--- config.mk ---
export PLATFORM = sky130hd
export DESIGN_NAME = pmc_power_mode_ctrl
export DESIGN_NICKNAME = d
export VERILOG_FILES = /design/src/hdl/pmc_pkg.sv /design/src/hdl/pmc_bus_if.sv /design/src/hdl/pmc_ahb_slave.sv /design/src/hdl/pmc_irq_status.sv /design/src/hdl/pmc_power_mode_ctrl.sv
export SDC_FILE = /design/constraint.sdc
export NUM_CORES = 1
export LEC_CHECK = 0
export BUFFER_PORTS_ARGS = -buffer_cell sky130_fd_sc_hd__buf_4
export CORE_MARGIN = 1.5
export CORE_UTILIZATION = 40
export DETAILED_ROUTE_END_ITERATION = 12
export PLACE_DENSITY = 0.76
export REMOVE_ABC_BUFFERS = 1
export SYNTH_ARGS = -nofsm -noshare
export SYNTH_HDL_FRONTEND = slang
export SYNTH_SLANG_ARGS = --single-unit
--- constraint.sdc ---
create_clock -name i_mclk -period 5 [get_ports i_mclk]
set_input_delay 1 -clock i_mclk [delete_from_list [all_inputs] [get_ports i_mclk]]
set_output_delay 1 -clock i_mclk [all_outputs]
set_load 0.03 [all_outputs]
--- src/hdl/pmc_pkg.sv ---
// Shared constants and types of the power mode control block
package pmc_pkg;
  // Register indices; byte address is four times the index
  localparam logic [7:0] PMC_IDX = 8'h87;
  localparam logic [7:0] SLEEP_IDX = 8'hbe;
  localparam logic [7:0] IRQ_STAT_IDX = 8'hc0;
  localparam logic [7:0] IRQ_MASK_IDX = 8'hc1;
  localparam logic [11:0] PMC_ADDR = {2'h0, PMC_IDX, 2'h0};
  localparam logic [11:0] SLEEP_ADDR = {2'h0, SLEEP_IDX, 2'h0};
  localparam logic [11:0] IRQ_STAT_ADDR = {2'h0, IRQ_STAT_IDX, 2'h0};
  localparam logic [11:0] IRQ_MASK_ADDR = {2'h0, IRQ_MASK_IDX, 2'h0};
  // power_mode_control fields
  localparam int unsigned PMC_IDLE_BIT = 0;
  localparam int unsigned PMC_RSVD_BIT = 1;
  localparam int unsigned PMC_SPARE_LSB = 2;
  localparam logic [5:0] PMC_SPARE_RST = 6'h00;
  // sleep_and_oscillator_status fields
  localparam int unsigned SLP_SBUS_EN_BIT = 7;
  localparam int unsigned SLP_CRYSTAL_OSC_STABLE_BIT = 6;
  localparam int unsigned SLP_FAST_RC_OSC_STABLE_BIT = 5;
  localparam int unsigned SLP_RST_LSB = 3;
  localparam int unsigned SLP_PD_BIT = 2;
  localparam int unsigned SLP_MODE_LSB = 0;
  localparam logic SLP_SBUS_EN_RST = 1'b0;
  localparam logic SLP_PD_RST = 1'b1;
  localparam logic [1:0] SLP_MODE_RST = 2'h0;
  localparam logic [1:0] RST_CAUSE_RST = 2'h0;
  localparam logic [1:0] CAUSE_POWER_ON = 2'h0;
  localparam logic [1:0] CAUSE_PIN = 2'h1;
  localparam logic [1:0] CAUSE_WATCHDOG = 2'h2;
  localparam logic [1:0] MODE_IDLE = 2'h0;
  localparam logic [1:0] MODE_ONE = 2'h1;
  localparam logic [1:0] MODE_TWO = 2'h2;
  localparam logic [1:0] MODE_THREE = 2'h3;
  localparam logic SEL_XOSC = 1'b0;
  // Interrupt status bits
  localparam int unsigned IRQ_N = 4;
  localparam int unsigned IRQ_WAKE = 0;
  localparam int unsigned IRQ_XOSC_UP = 1;
  localparam int unsigned IRQ_HFRC_UP = 2;
  localparam int unsigned IRQ_PD_DONE = 3;
  localparam logic [IRQ_N-1:0] IRQ_MASK_RST = 4'h0;
  localparam logic HRESP_OKAY = 1'b0;
  typedef enum logic [4:0] {
    PM_ACTIVE = 5'h01,
    PM_IDLE = 5'h02,
    PM_LEVEL_ONE = 5'h04,
    PM_LEVEL_TWO = 5'h08,
    PM_LEVEL_THREE = 5'h10
  } pmc_state_type;
endpackage

--- src/hdl/pmc_bus_if.sv ---
// Internal register access request between bus slave and core
`timescale 1ns/1ps
`default_nettype none
interface pmc_bus_if;
  logic req;
  logic write;
  logic [11:0] addr;
  logic [31:0] wdata;
  modport slave (output req, output write, output addr, output wdata);
  modport core (input req, input write, input addr, input wdata);
endinterface
`default_nettype wire

--- src/hdl/pmc_ahb_slave.sv ---
// AHB-Lite slave front end with one wait state per transfer
`timescale 1ns/1ps
`default_nettype none
module pmc_ahb_slave
  import pmc_pkg::*;
(
  input wire logic i_mclk,
  input wire logic i_sys_rst,
  input wire logic i_clk_en,
  input wire logic i_hsel,
  input wire logic [1:0] i_htrans,
  input wire logic [11:0] i_haddr,
  input wire logic i_hwrite,
  input wire logic [31:0] i_hwdata,
  input wire logic i_hready,
  output logic o_hreadyout,
  pmc_bus_if.slave bus
);
  logic pend;
  logic pend_wr;
  logic [11:0] pend_addr;
  wire take = i_hsel & i_htrans[1] & i_hready;

  always_ff @(posedge i_mclk or posedge i_sys_rst)
  begin
    if (i_sys_rst)
    begin
      pend <= 1'b0;
      pend_wr <= 1'b0;
      pend_addr <= 12'h000;
      o_hreadyout <= 1'b1;
    end
    else if (i_clk_en)
    begin
      pend <= take;
      o_hreadyout <= ~take;
      if (take)
      begin
        pend_wr <= i_hwrite;
        pend_addr <= i_haddr;
      end
    end
  end

  // Request stands in the first data phase cycle, with hwdata valid
  assign bus.req = pend;
  assign bus.write = pend_wr;
  assign bus.addr = pend_addr;
  assign bus.wdata = i_hwdata;
endmodule
`default_nettype wire

--- src/hdl/pmc_irq_status.sv ---
// Sticky interrupt status bits with mask and level interrupt
`timescale 1ns/1ps
`default_nettype none
module pmc_irq_status
  import pmc_pkg::*;
(
  input wire logic i_mclk,
  input wire logic i_sys_rst,
  input wire logic i_clk_en,
  input wire logic [IRQ_N-1:0] i_event,
  input wire logic i_clear,
  input wire logic [IRQ_N-1:0] i_mask,
  output logic [IRQ_N-1:0] o_status,
  output logic o_irq
);
  for (genvar g = 0; g < IRQ_N; g++)
  begin : g_bit
    always_ff @(posedge i_mclk or posedge i_sys_rst)
    begin
      if (i_sys_rst)
        o_status[g] <= 1'b0;
      else if (i_clk_en)
      begin
        // Set wins over read clear
        if (i_event[g])
          o_status[g] <= 1'b1;
        else if (i_clear)
          o_status[g] <= 1'b0;
      end
    end
  end

  always_ff @(posedge i_mclk or posedge i_sys_rst)
  begin
    if (i_sys_rst)
      o_irq <= 1'b0;
    else if (i_clk_en)
      o_irq <= |(o_status & i_mask);
  end
endmodule
`default_nettype wire

--- src/hdl/pmc_power_mode_ctrl.sv ---
// Power mode control and sleep/oscillator status registers on AHB-Lite
`timescale 1ns/1ps
`default_nettype none
module pmc_power_mode_ctrl
  import pmc_pkg::*;
(
  input wire logic i_mclk,
  input wire logic i_sys_rst,
  input wire logic i_clk_en,
  input wire logic i_hsel,
  input wire logic [31:0] i_haddr,
  input wire logic [1:0] i_htrans,
  input wire logic i_hwrite,
  input wire logic [2:0] i_hsize,
  input wire logic [31:0] i_hwdata,
  input wire logic i_hready,
  input wire logic i_irq_req,
  input wire logic i_port_irq,
  input wire logic i_sleep_timer_irq,
  input wire logic i_xosc_stable,
  input wire logic i_hfrc_stable,
  input wire logic i_clk_src_sel,
  input wire logic i_cal_busy,
  input wire logic [1:0] i_reset_cause,
  output logic o_hreadyout,
  output logic [31:0] o_hrdata,
  output logic o_hresp,
  output logic o_irq,
  output logic o_cpu_halt,
  output logic o_deep_sleep,
  output logic o_regulator_off,
  output logic o_slow_osc_off,
  output logic o_xosc_pd,
  output logic o_hfrc_pd,
  output logic o_serial_bus_en,
  output logic o_serial_bus_rst
);
  pmc_bus_if bus ();
  pmc_state_type state;
  pmc_state_type next_state;
  logic [5:0] pmc_spare;
  logic cpu_stuck;
  logic sbus_en;
  logic unselected_osc_powerdown;
  logic pd_pending;
  logic next_unselected_osc_powerdown;
  logic next_pd_pending;
  logic [1:0] sleep_mode;
  logic [1:0] rst_cause;
  logic armed;
  logic sel_q;
  logic xosc_q;
  logic hfrc_q;
  logic xstb_prev;
  logic hstb_prev;
  logic [IRQ_N-1:0] irq_mask;
  logic [IRQ_N-1:0] irq_stat;
  logic [IRQ_N-1:0] irq_event;
  logic [31:0] pmc_rd;
  logic [31:0] sleep_rd;
  logic [31:0] rd_data;

  pmc_ahb_slave u_slave (
    .i_mclk (i_mclk),
    .i_sys_rst (i_sys_rst),
    .i_clk_en (i_clk_en),
    .i_hsel (i_hsel),
    .i_htrans (i_htrans),
    .i_haddr (i_haddr[11:0]),
    .i_hwrite (i_hwrite),
    .i_hwdata (i_hwdata),
    .i_hready (i_hready),
    .o_hreadyout (o_hreadyout),
    .bus (bus)
  );

  // Address decode
  wire acc_pmc = bus.req & (bus.addr == PMC_ADDR);
  wire acc_sleep = bus.req & (bus.addr == SLEEP_ADDR);
  wire acc_stat = bus.req & (bus.addr == IRQ_STAT_ADDR);
  wire acc_mask = bus.req & (bus.addr == IRQ_MASK_ADDR);
  wire wr_pmc = acc_pmc & bus.write;
  wire wr_sleep = acc_sleep & bus.write;
  wire wr_mask = acc_mask & bus.write;
  wire rd_any = bus.req & ~bus.write;
  wire rd_stat = acc_stat & ~bus.write;

  wire idle_go = wr_pmc & bus.wdata[PMC_IDLE_BIT];
  wire halt_go = wr_pmc & bus.wdata[PMC_RSVD_BIT];
  wire wake_timer = i_port_irq | i_sleep_timer_irq;
  wire wake_irq = i_irq_req | wake_timer;
  wire pd_wr_val = bus.wdata[SLP_PD_BIT];
  wire sel_toggle = armed & (i_clk_src_sel != sel_q);

  pmc_irq_status u_irq (
    .i_mclk (i_mclk),
    .i_sys_rst (i_sys_rst),
    .i_clk_en (i_clk_en),
    .i_event (irq_event),
    .i_clear (rd_stat),
    .i_mask (irq_mask),
    .o_status (irq_stat),
    .o_irq (o_irq)
  );

  // Power mode sequencing
  always_comb
  begin
    next_state = state;
    unique case (state)
      PM_ACTIVE:
      begin
        // A simultaneous interrupt cancels the trigger
        if (idle_go && !wake_irq)
        begin
          unique case (sleep_mode)
            MODE_IDLE: next_state = PM_IDLE;
            MODE_ONE: next_state = PM_LEVEL_ONE;
            MODE_TWO: next_state = PM_LEVEL_TWO;
            MODE_THREE: next_state = PM_LEVEL_THREE;
          endcase
        end
      end
      PM_IDLE:
      begin
        if (wake_irq)
          next_state = PM_ACTIVE;
      end
      PM_LEVEL_ONE, PM_LEVEL_TWO:
      begin
        if (wake_timer)
          next_state = PM_ACTIVE;
      end
      PM_LEVEL_THREE:
      begin
        // Sleep timer is stopped in the deepest level
        if (i_port_irq)
          next_state = PM_ACTIVE;
      end
      default: next_state = PM_ACTIVE;
    endcase
  end

  wire next_deep = (next_state == PM_LEVEL_ONE) |
    (next_state == PM_LEVEL_TWO) | (next_state == PM_LEVEL_THREE);
  wire next_no_reg = (next_state == PM_LEVEL_TWO) |
    (next_state == PM_LEVEL_THREE);
  wire deep_entry = (state == PM_ACTIVE) & next_deep;
  wire deep_wake = ((state == PM_LEVEL_TWO) | (state == PM_LEVEL_THREE)) &
    (next_state == PM_ACTIVE);
  wire any_wake = (state != PM_ACTIVE) & (next_state == PM_ACTIVE);

  // Power-on reset also returns the device to active
  always_ff @(posedge i_mclk or posedge i_sys_rst)
  begin
    if (i_sys_rst)
      state <= PM_ACTIVE;
    else if (i_clk_en)
      state <= next_state;
  end

  // Deferred oscillator power-down
  always_comb
  begin
    next_unselected_osc_powerdown = unselected_osc_powerdown;
    next_pd_pending = pd_pending;
    if (sel_toggle)
    begin
      next_unselected_osc_powerdown = 1'b0;
      next_pd_pending = 1'b0;
    end
    else if (wr_sleep && pd_wr_val && i_cal_busy)
      next_pd_pending = 1'b1;
    else if (wr_sleep)
    begin
      next_unselected_osc_powerdown = pd_wr_val;
      next_pd_pending = 1'b0;
    end
    else if (pd_pending && !i_cal_busy)
    begin
      next_unselected_osc_powerdown = 1'b1;
      next_pd_pending = 1'b0;
    end
  end

  wire pd_done = pd_pending & ~next_pd_pending & next_unselected_osc_powerdown;
  // Calibration keeps both oscillators running outside the deep levels
  wire pd_allowed = unselected_osc_powerdown & ~i_cal_busy;
  wire next_xosc_pd = next_deep | (pd_allowed & (sel_q != SEL_XOSC));
  wire next_hfrc_pd = next_deep | (pd_allowed & (sel_q == SEL_XOSC));

  // Nothing below is touched by sleep entry except named fields
  always_ff @(posedge i_mclk or posedge i_sys_rst)
  begin
    if (i_sys_rst)
    begin
      pmc_spare <= PMC_SPARE_RST;
      cpu_stuck <= 1'b0;
      sbus_en <= SLP_SBUS_EN_RST;
      unselected_osc_powerdown <= SLP_PD_RST;
      pd_pending <= 1'b0;
      sleep_mode <= SLP_MODE_RST;
      irq_mask <= IRQ_MASK_RST;
    end
    else if (i_clk_en)
    begin
      if (wr_pmc)
        pmc_spare <= bus.wdata[PMC_SPARE_LSB +: 6];
      if (halt_go)
        cpu_stuck <= 1'b1;
      if (deep_wake)
        sbus_en <= 1'b0;
      else if (wr_sleep)
        sbus_en <= bus.wdata[SLP_SBUS_EN_BIT];
      unselected_osc_powerdown <= next_unselected_osc_powerdown;
      pd_pending <= next_pd_pending;
      if (deep_entry)
        sleep_mode <= MODE_IDLE;
      else if (wr_sleep)
        sleep_mode <= bus.wdata[SLP_MODE_LSB +: 2];
      if (wr_mask)
        irq_mask <= bus.wdata[IRQ_N-1:0];
    end
  end

  // Reset cause is caught at the first edge after release; clock select is sampled every edge
  always_ff @(posedge i_mclk or posedge i_sys_rst)
  begin
    if (i_sys_rst)
    begin
      armed <= 1'b0;
      rst_cause <= RST_CAUSE_RST;
      sel_q <= SEL_XOSC;
    end
    else if (i_clk_en)
    begin
      sel_q <= i_clk_src_sel;
      if (!armed)
      begin
        armed <= 1'b1;
        rst_cause <= i_reset_cause;
      end
    end
  end

  wire xstb_rd = xosc_q & ~o_xosc_pd;
  wire hstb_rd = hfrc_q & ~o_hfrc_pd;

  // Oscillator status sampling
  always_ff @(posedge i_mclk or posedge i_sys_rst)
  begin
    if (i_sys_rst)
    begin
      xosc_q <= 1'b0;
      hfrc_q <= 1'b0;
      xstb_prev <= 1'b0;
      hstb_prev <= 1'b0;
    end
    else if (i_clk_en)
    begin
      xosc_q <= i_xosc_stable;
      hfrc_q <= i_hfrc_stable;
      xstb_prev <= xstb_rd;
      hstb_prev <= hstb_rd;
    end
  end

  assign irq_event[IRQ_WAKE] = any_wake;
  assign irq_event[IRQ_XOSC_UP] = xstb_rd & ~xstb_prev;
  assign irq_event[IRQ_HFRC_UP] = hstb_rd & ~hstb_prev;
  assign irq_event[IRQ_PD_DONE] = pd_done;

  // Read data; trigger and reserved bits never read back
  assign pmc_rd = {24'h000000, pmc_spare, 2'h0};
  assign sleep_rd = {24'h000000, sbus_en, xstb_rd, hstb_rd, rst_cause,
    unselected_osc_powerdown, sleep_mode};
  assign rd_data = acc_pmc ? pmc_rd :
    acc_sleep ? sleep_rd :
    acc_stat ? {{(32-IRQ_N){1'b0}}, irq_stat} :
    acc_mask ? {{(32-IRQ_N){1'b0}}, irq_mask} :
    32'h00000000;

  always_ff @(posedge i_mclk or posedge i_sys_rst)
  begin
    if (i_sys_rst)
    begin
      o_hrdata <= 32'h00000000;
      o_hresp <= HRESP_OKAY;
    end
    else if (i_clk_en)
    begin
      o_hresp <= HRESP_OKAY;
      if (rd_any)
        o_hrdata <= rd_data;
    end
  end

  // Power and clock control outputs
  always_ff @(posedge i_mclk or posedge i_sys_rst)
  begin
    if (i_sys_rst)
    begin
      o_cpu_halt <= 1'b0;
      o_deep_sleep <= 1'b0;
      o_regulator_off <= 1'b0;
      o_slow_osc_off <= 1'b0;
      o_xosc_pd <= 1'b0;
      o_hfrc_pd <= 1'b0;
      o_serial_bus_en <= SLP_SBUS_EN_RST;
      o_serial_bus_rst <= 1'b1;
    end
    else if (i_clk_en)
    begin
      o_cpu_halt <= (next_state != PM_ACTIVE) | cpu_stuck | halt_go;
      o_deep_sleep <= next_deep;
      o_regulator_off <= next_no_reg;
      o_slow_osc_off <= (next_state == PM_LEVEL_THREE);
      o_xosc_pd <= next_xosc_pd;
      o_hfrc_pd <= next_hfrc_pd;
      o_serial_bus_en <= sbus_en;
      o_serial_bus_rst <= ~sbus_en;
    end
  end
endmodule
`default_nettype wire

==> out/qor.yml <==
power_and_ir_drop:
  power_leakage_nw: 1.70
  finalPower_w: 0.00134
  power_density_nw_per_um2: 352
  vdd.ir_drop.worst_v: 0.000134
sta:
  tightest_slew_ns: 0.806
  setup_viol: 0
  min_period_ns: 2.42
  rsz0062_at_grt: "false"
  hold_viol: 0
  fin_ws_ns: 2.58
  holdWs_ns: 0.475
  tns_ns: 0
  slew_headroom: 0.463
  fin_crit_sh: 0.484
  max_clock_freq_ghz: 0.413
  drv_slew: 0
  skew_ns: 0.0105
global_route:
  grt_max_degree: 66
  grt_pass1_wl_mm: 11.1
  grt.total_usage: 0.165
  grt_pass1_vias: 2277
  antenna_found_initial: 0
  overflow: 0
floorplan:
  chipHeight_um: 93.0
  die_x_um: 93.0
  start_util: 0.417
  rows: 32
  fp.dieArea_um2: 8650
  top_level_ports: 127
  core_area_um2: 7770
layout:
  n_fill_cell: 744
  syn_to_final_growth_pct: 17.6
  fin_nets: 435
  post-route-cell-area_um2: 3810
  diodes: 0
  drive_above_1_share: 0.315
worst_setup_path:
  worstPathArrival_ns: 2.69
  worstPathRequired_ns: 5.28
  critical_path.endpoint_type: "flip-flop"
  cp-start-kind: "flip-flop"
  criticalPathCategory: "flip-flop to flip-flop"
  worst-path-max-fanout: 8
run:
  drv_cap: 0
synth:
  synth.most_common_cell: "dfrtp_1"
  synth_cells: 301
  dominantRegCellSynth: "dfrtp_1"
  synth_top_area_frac: 0.471
  ys_warn_count: 0
  synth.distinct_cells: 46
  synth_edf_count: 0
  synth_top_area_cell: "dfrtp_1"
  syn_area_per_cell_um2: 10.8
  synth_area_um2: 3240
  seq_area_frac_synth: 0.503
  async_flop_share: 1.00
  synth_area_leaders: "dfrtp_1, mux2_2, buf_4, o21ai_0, dfstp_2"
  ys_ff_latch: 65
  ys_top_cells_by_count: "dfrtp_1, mux2_2, buf_4"
clock_tree:
  clock_latency_ns: 0.34
  cts_tree: "built"
  clock_path_buffers: 2
  cts_root_buf: "clkbuf_8"
  clock-sinks: 65
  cts_resized: 0
  cts_made_buffers: 9
  htreeDepth: 3
  cts_setup_buffers: 0
  postCtsHoldBufs: 0
  clk_pin_slew_worst_paths_ns: 0.07
placed_design:
  hpwl_mm: 4.76
  postPlaceCellArea_um2: 3620
  pre_cts_slack_ns: 2.27
  numPortBuffers: 53
  place_congestion: 0.786
routing:
  vias: 2372
  routed_via_density: 5.18
  drtAntennaViolNets: 0
  wl_per_cell_um: 14.8
  dr.pass1.iters: 6
  drc: 0
  wl_mm: 6.76
  drtIter0Drc: 121
run_status:
  status: "finished, final reports clean"
min_path:
  hp-class: "flip-flop to flip-flop"
## worst max-delay path, cell delays in order, from the launching register on
cell     delay, ns
dfrtp_1       0.42
nor4b_4       0.35
and4_1        0.54
a41oi_4       0.17
nor4b_2       0.60
mux2_2        0.27
## power by group
part | leakage, nW | internal, W | switching, W | total (W)
clock | 0.0976 | 0.000245 | 0.000195 | 0.000440
sequential | 0.822 | 0.000580 | 0.0000534 | 0.000633
combinational | 0.779 | 0.000116 | 0.000153 | 0.000269
## final timing paths
check	startpoint	to	slack (ns)	cells past startpoint
max	u_slave.bus.addr[8]$_DFFE_PP0P_	o_deep_sleep$_DFFE_PP0P_	2.58	5
min	cpu_stuck$_DFFE_PP0P_	cpu_stuck$_DFFE_PP0P_	0.48	1
max reg2reg	u_slave.bus.addr[8]$_DFFE_PP0P_	o_deep_sleep$_DFFE_PP0P_	2.58	5
min reg2reg	cpu_stuck$_DFFE_PP0P_	cpu_stuck$_DFFE_PP0P_	0.48	1
max in group asynchronous	i_sys_rst	sbus_en$_DFFE_PP0P_	3.58	3
min in group asynchronous	i_sys_rst	o_slow_osc_off$_DFFE_PP0P_	0.90	3
## placed cells by master (no fill, tap or decap), drive strengths merged, types with 3 or more instances in the layout
| master | netlist | layout |
|---|---|---|
| o21ai | 22 | 22 |
| mux2i | 7 | 7 |
| clkbuf | 13 | 13 |
| nor3 | 7 | 7 |
| nor2 | 24 | 24 |
| a32o | 3 | 3 |
| dfstp | 4 | 4 |
| nand4 | 7 | 7 |
| nor2b | 3 | 3 |
| mux2 | 30 | 30 |
| nor4b | 3 | 3 |
| nand2 | 19 | 19 |
| a221oi | 3 | 3 |
| inv | 13 | 13 |
| a31oi | 5 | 5 |
| buf | 26 | 54 |
| dfrtp | 61 | 61 |
| conb | 1 | 25 |
| nand3 | 6 | 6 |
| a22oi | 7 | 7 |
| a21oi | 7 | 7 |
## through the flow
stage | instances | utilization
3_5_place_dp | 442 | 0.466
6_report | 458 | 0.491
5_1_grt | 458 | 0.491
3_3_place_gp | 442 | 0.466
2_1_floorplan | 286 | -
4_1_cts | 458 | 0.491
## sequential cells by signal (all words and copies together) (netlist names), 2 cells and up
| register | flops |
|---|---|
| irq_mask | 4 |
| o_hrdata | 8 |
| pmc_spare | 6 |
| rst_cause | 2 |
| sleep_mode | 2 |
| state | 5 |
| u_irq.o_status | 4 |
| u_slave.bus.addr | 12 |
## cells by family after synthesis
family	Yosys count	synth area share
other cells	1	0.00116
mux	37	0.126
flops	65	0.503
xor+xnor	3	0.00811
compound gates	60	0.127
simple gates	83	0.144
buf+inv	52	0.0903
## cell type report
type / count / area (um^2) / area share
timing repair buffer: 54 / 405 / 0.106
tap: 102 / 128 / 0.0335
inverter: 13 / 48.8 / 0.0128
sequential: 65 / 1630 / 0.428
multi-input combinational: 208 / 1410 / 0.369
clock inverter: 3 / 43.8 / 0.0115
clock buffer: 13 / 149 / 0.0390
## metal layers
layer,track usage,vias up,part of all wire
li1,-,1133,-
met2,0.248,80,0.48
met3,0.0374,6,0.061
met4,0.0694,0,0.010
met5,0,-,0
met1,0.231,1153,0.45
Note: power is estimated with default switching activity, not from simulation.
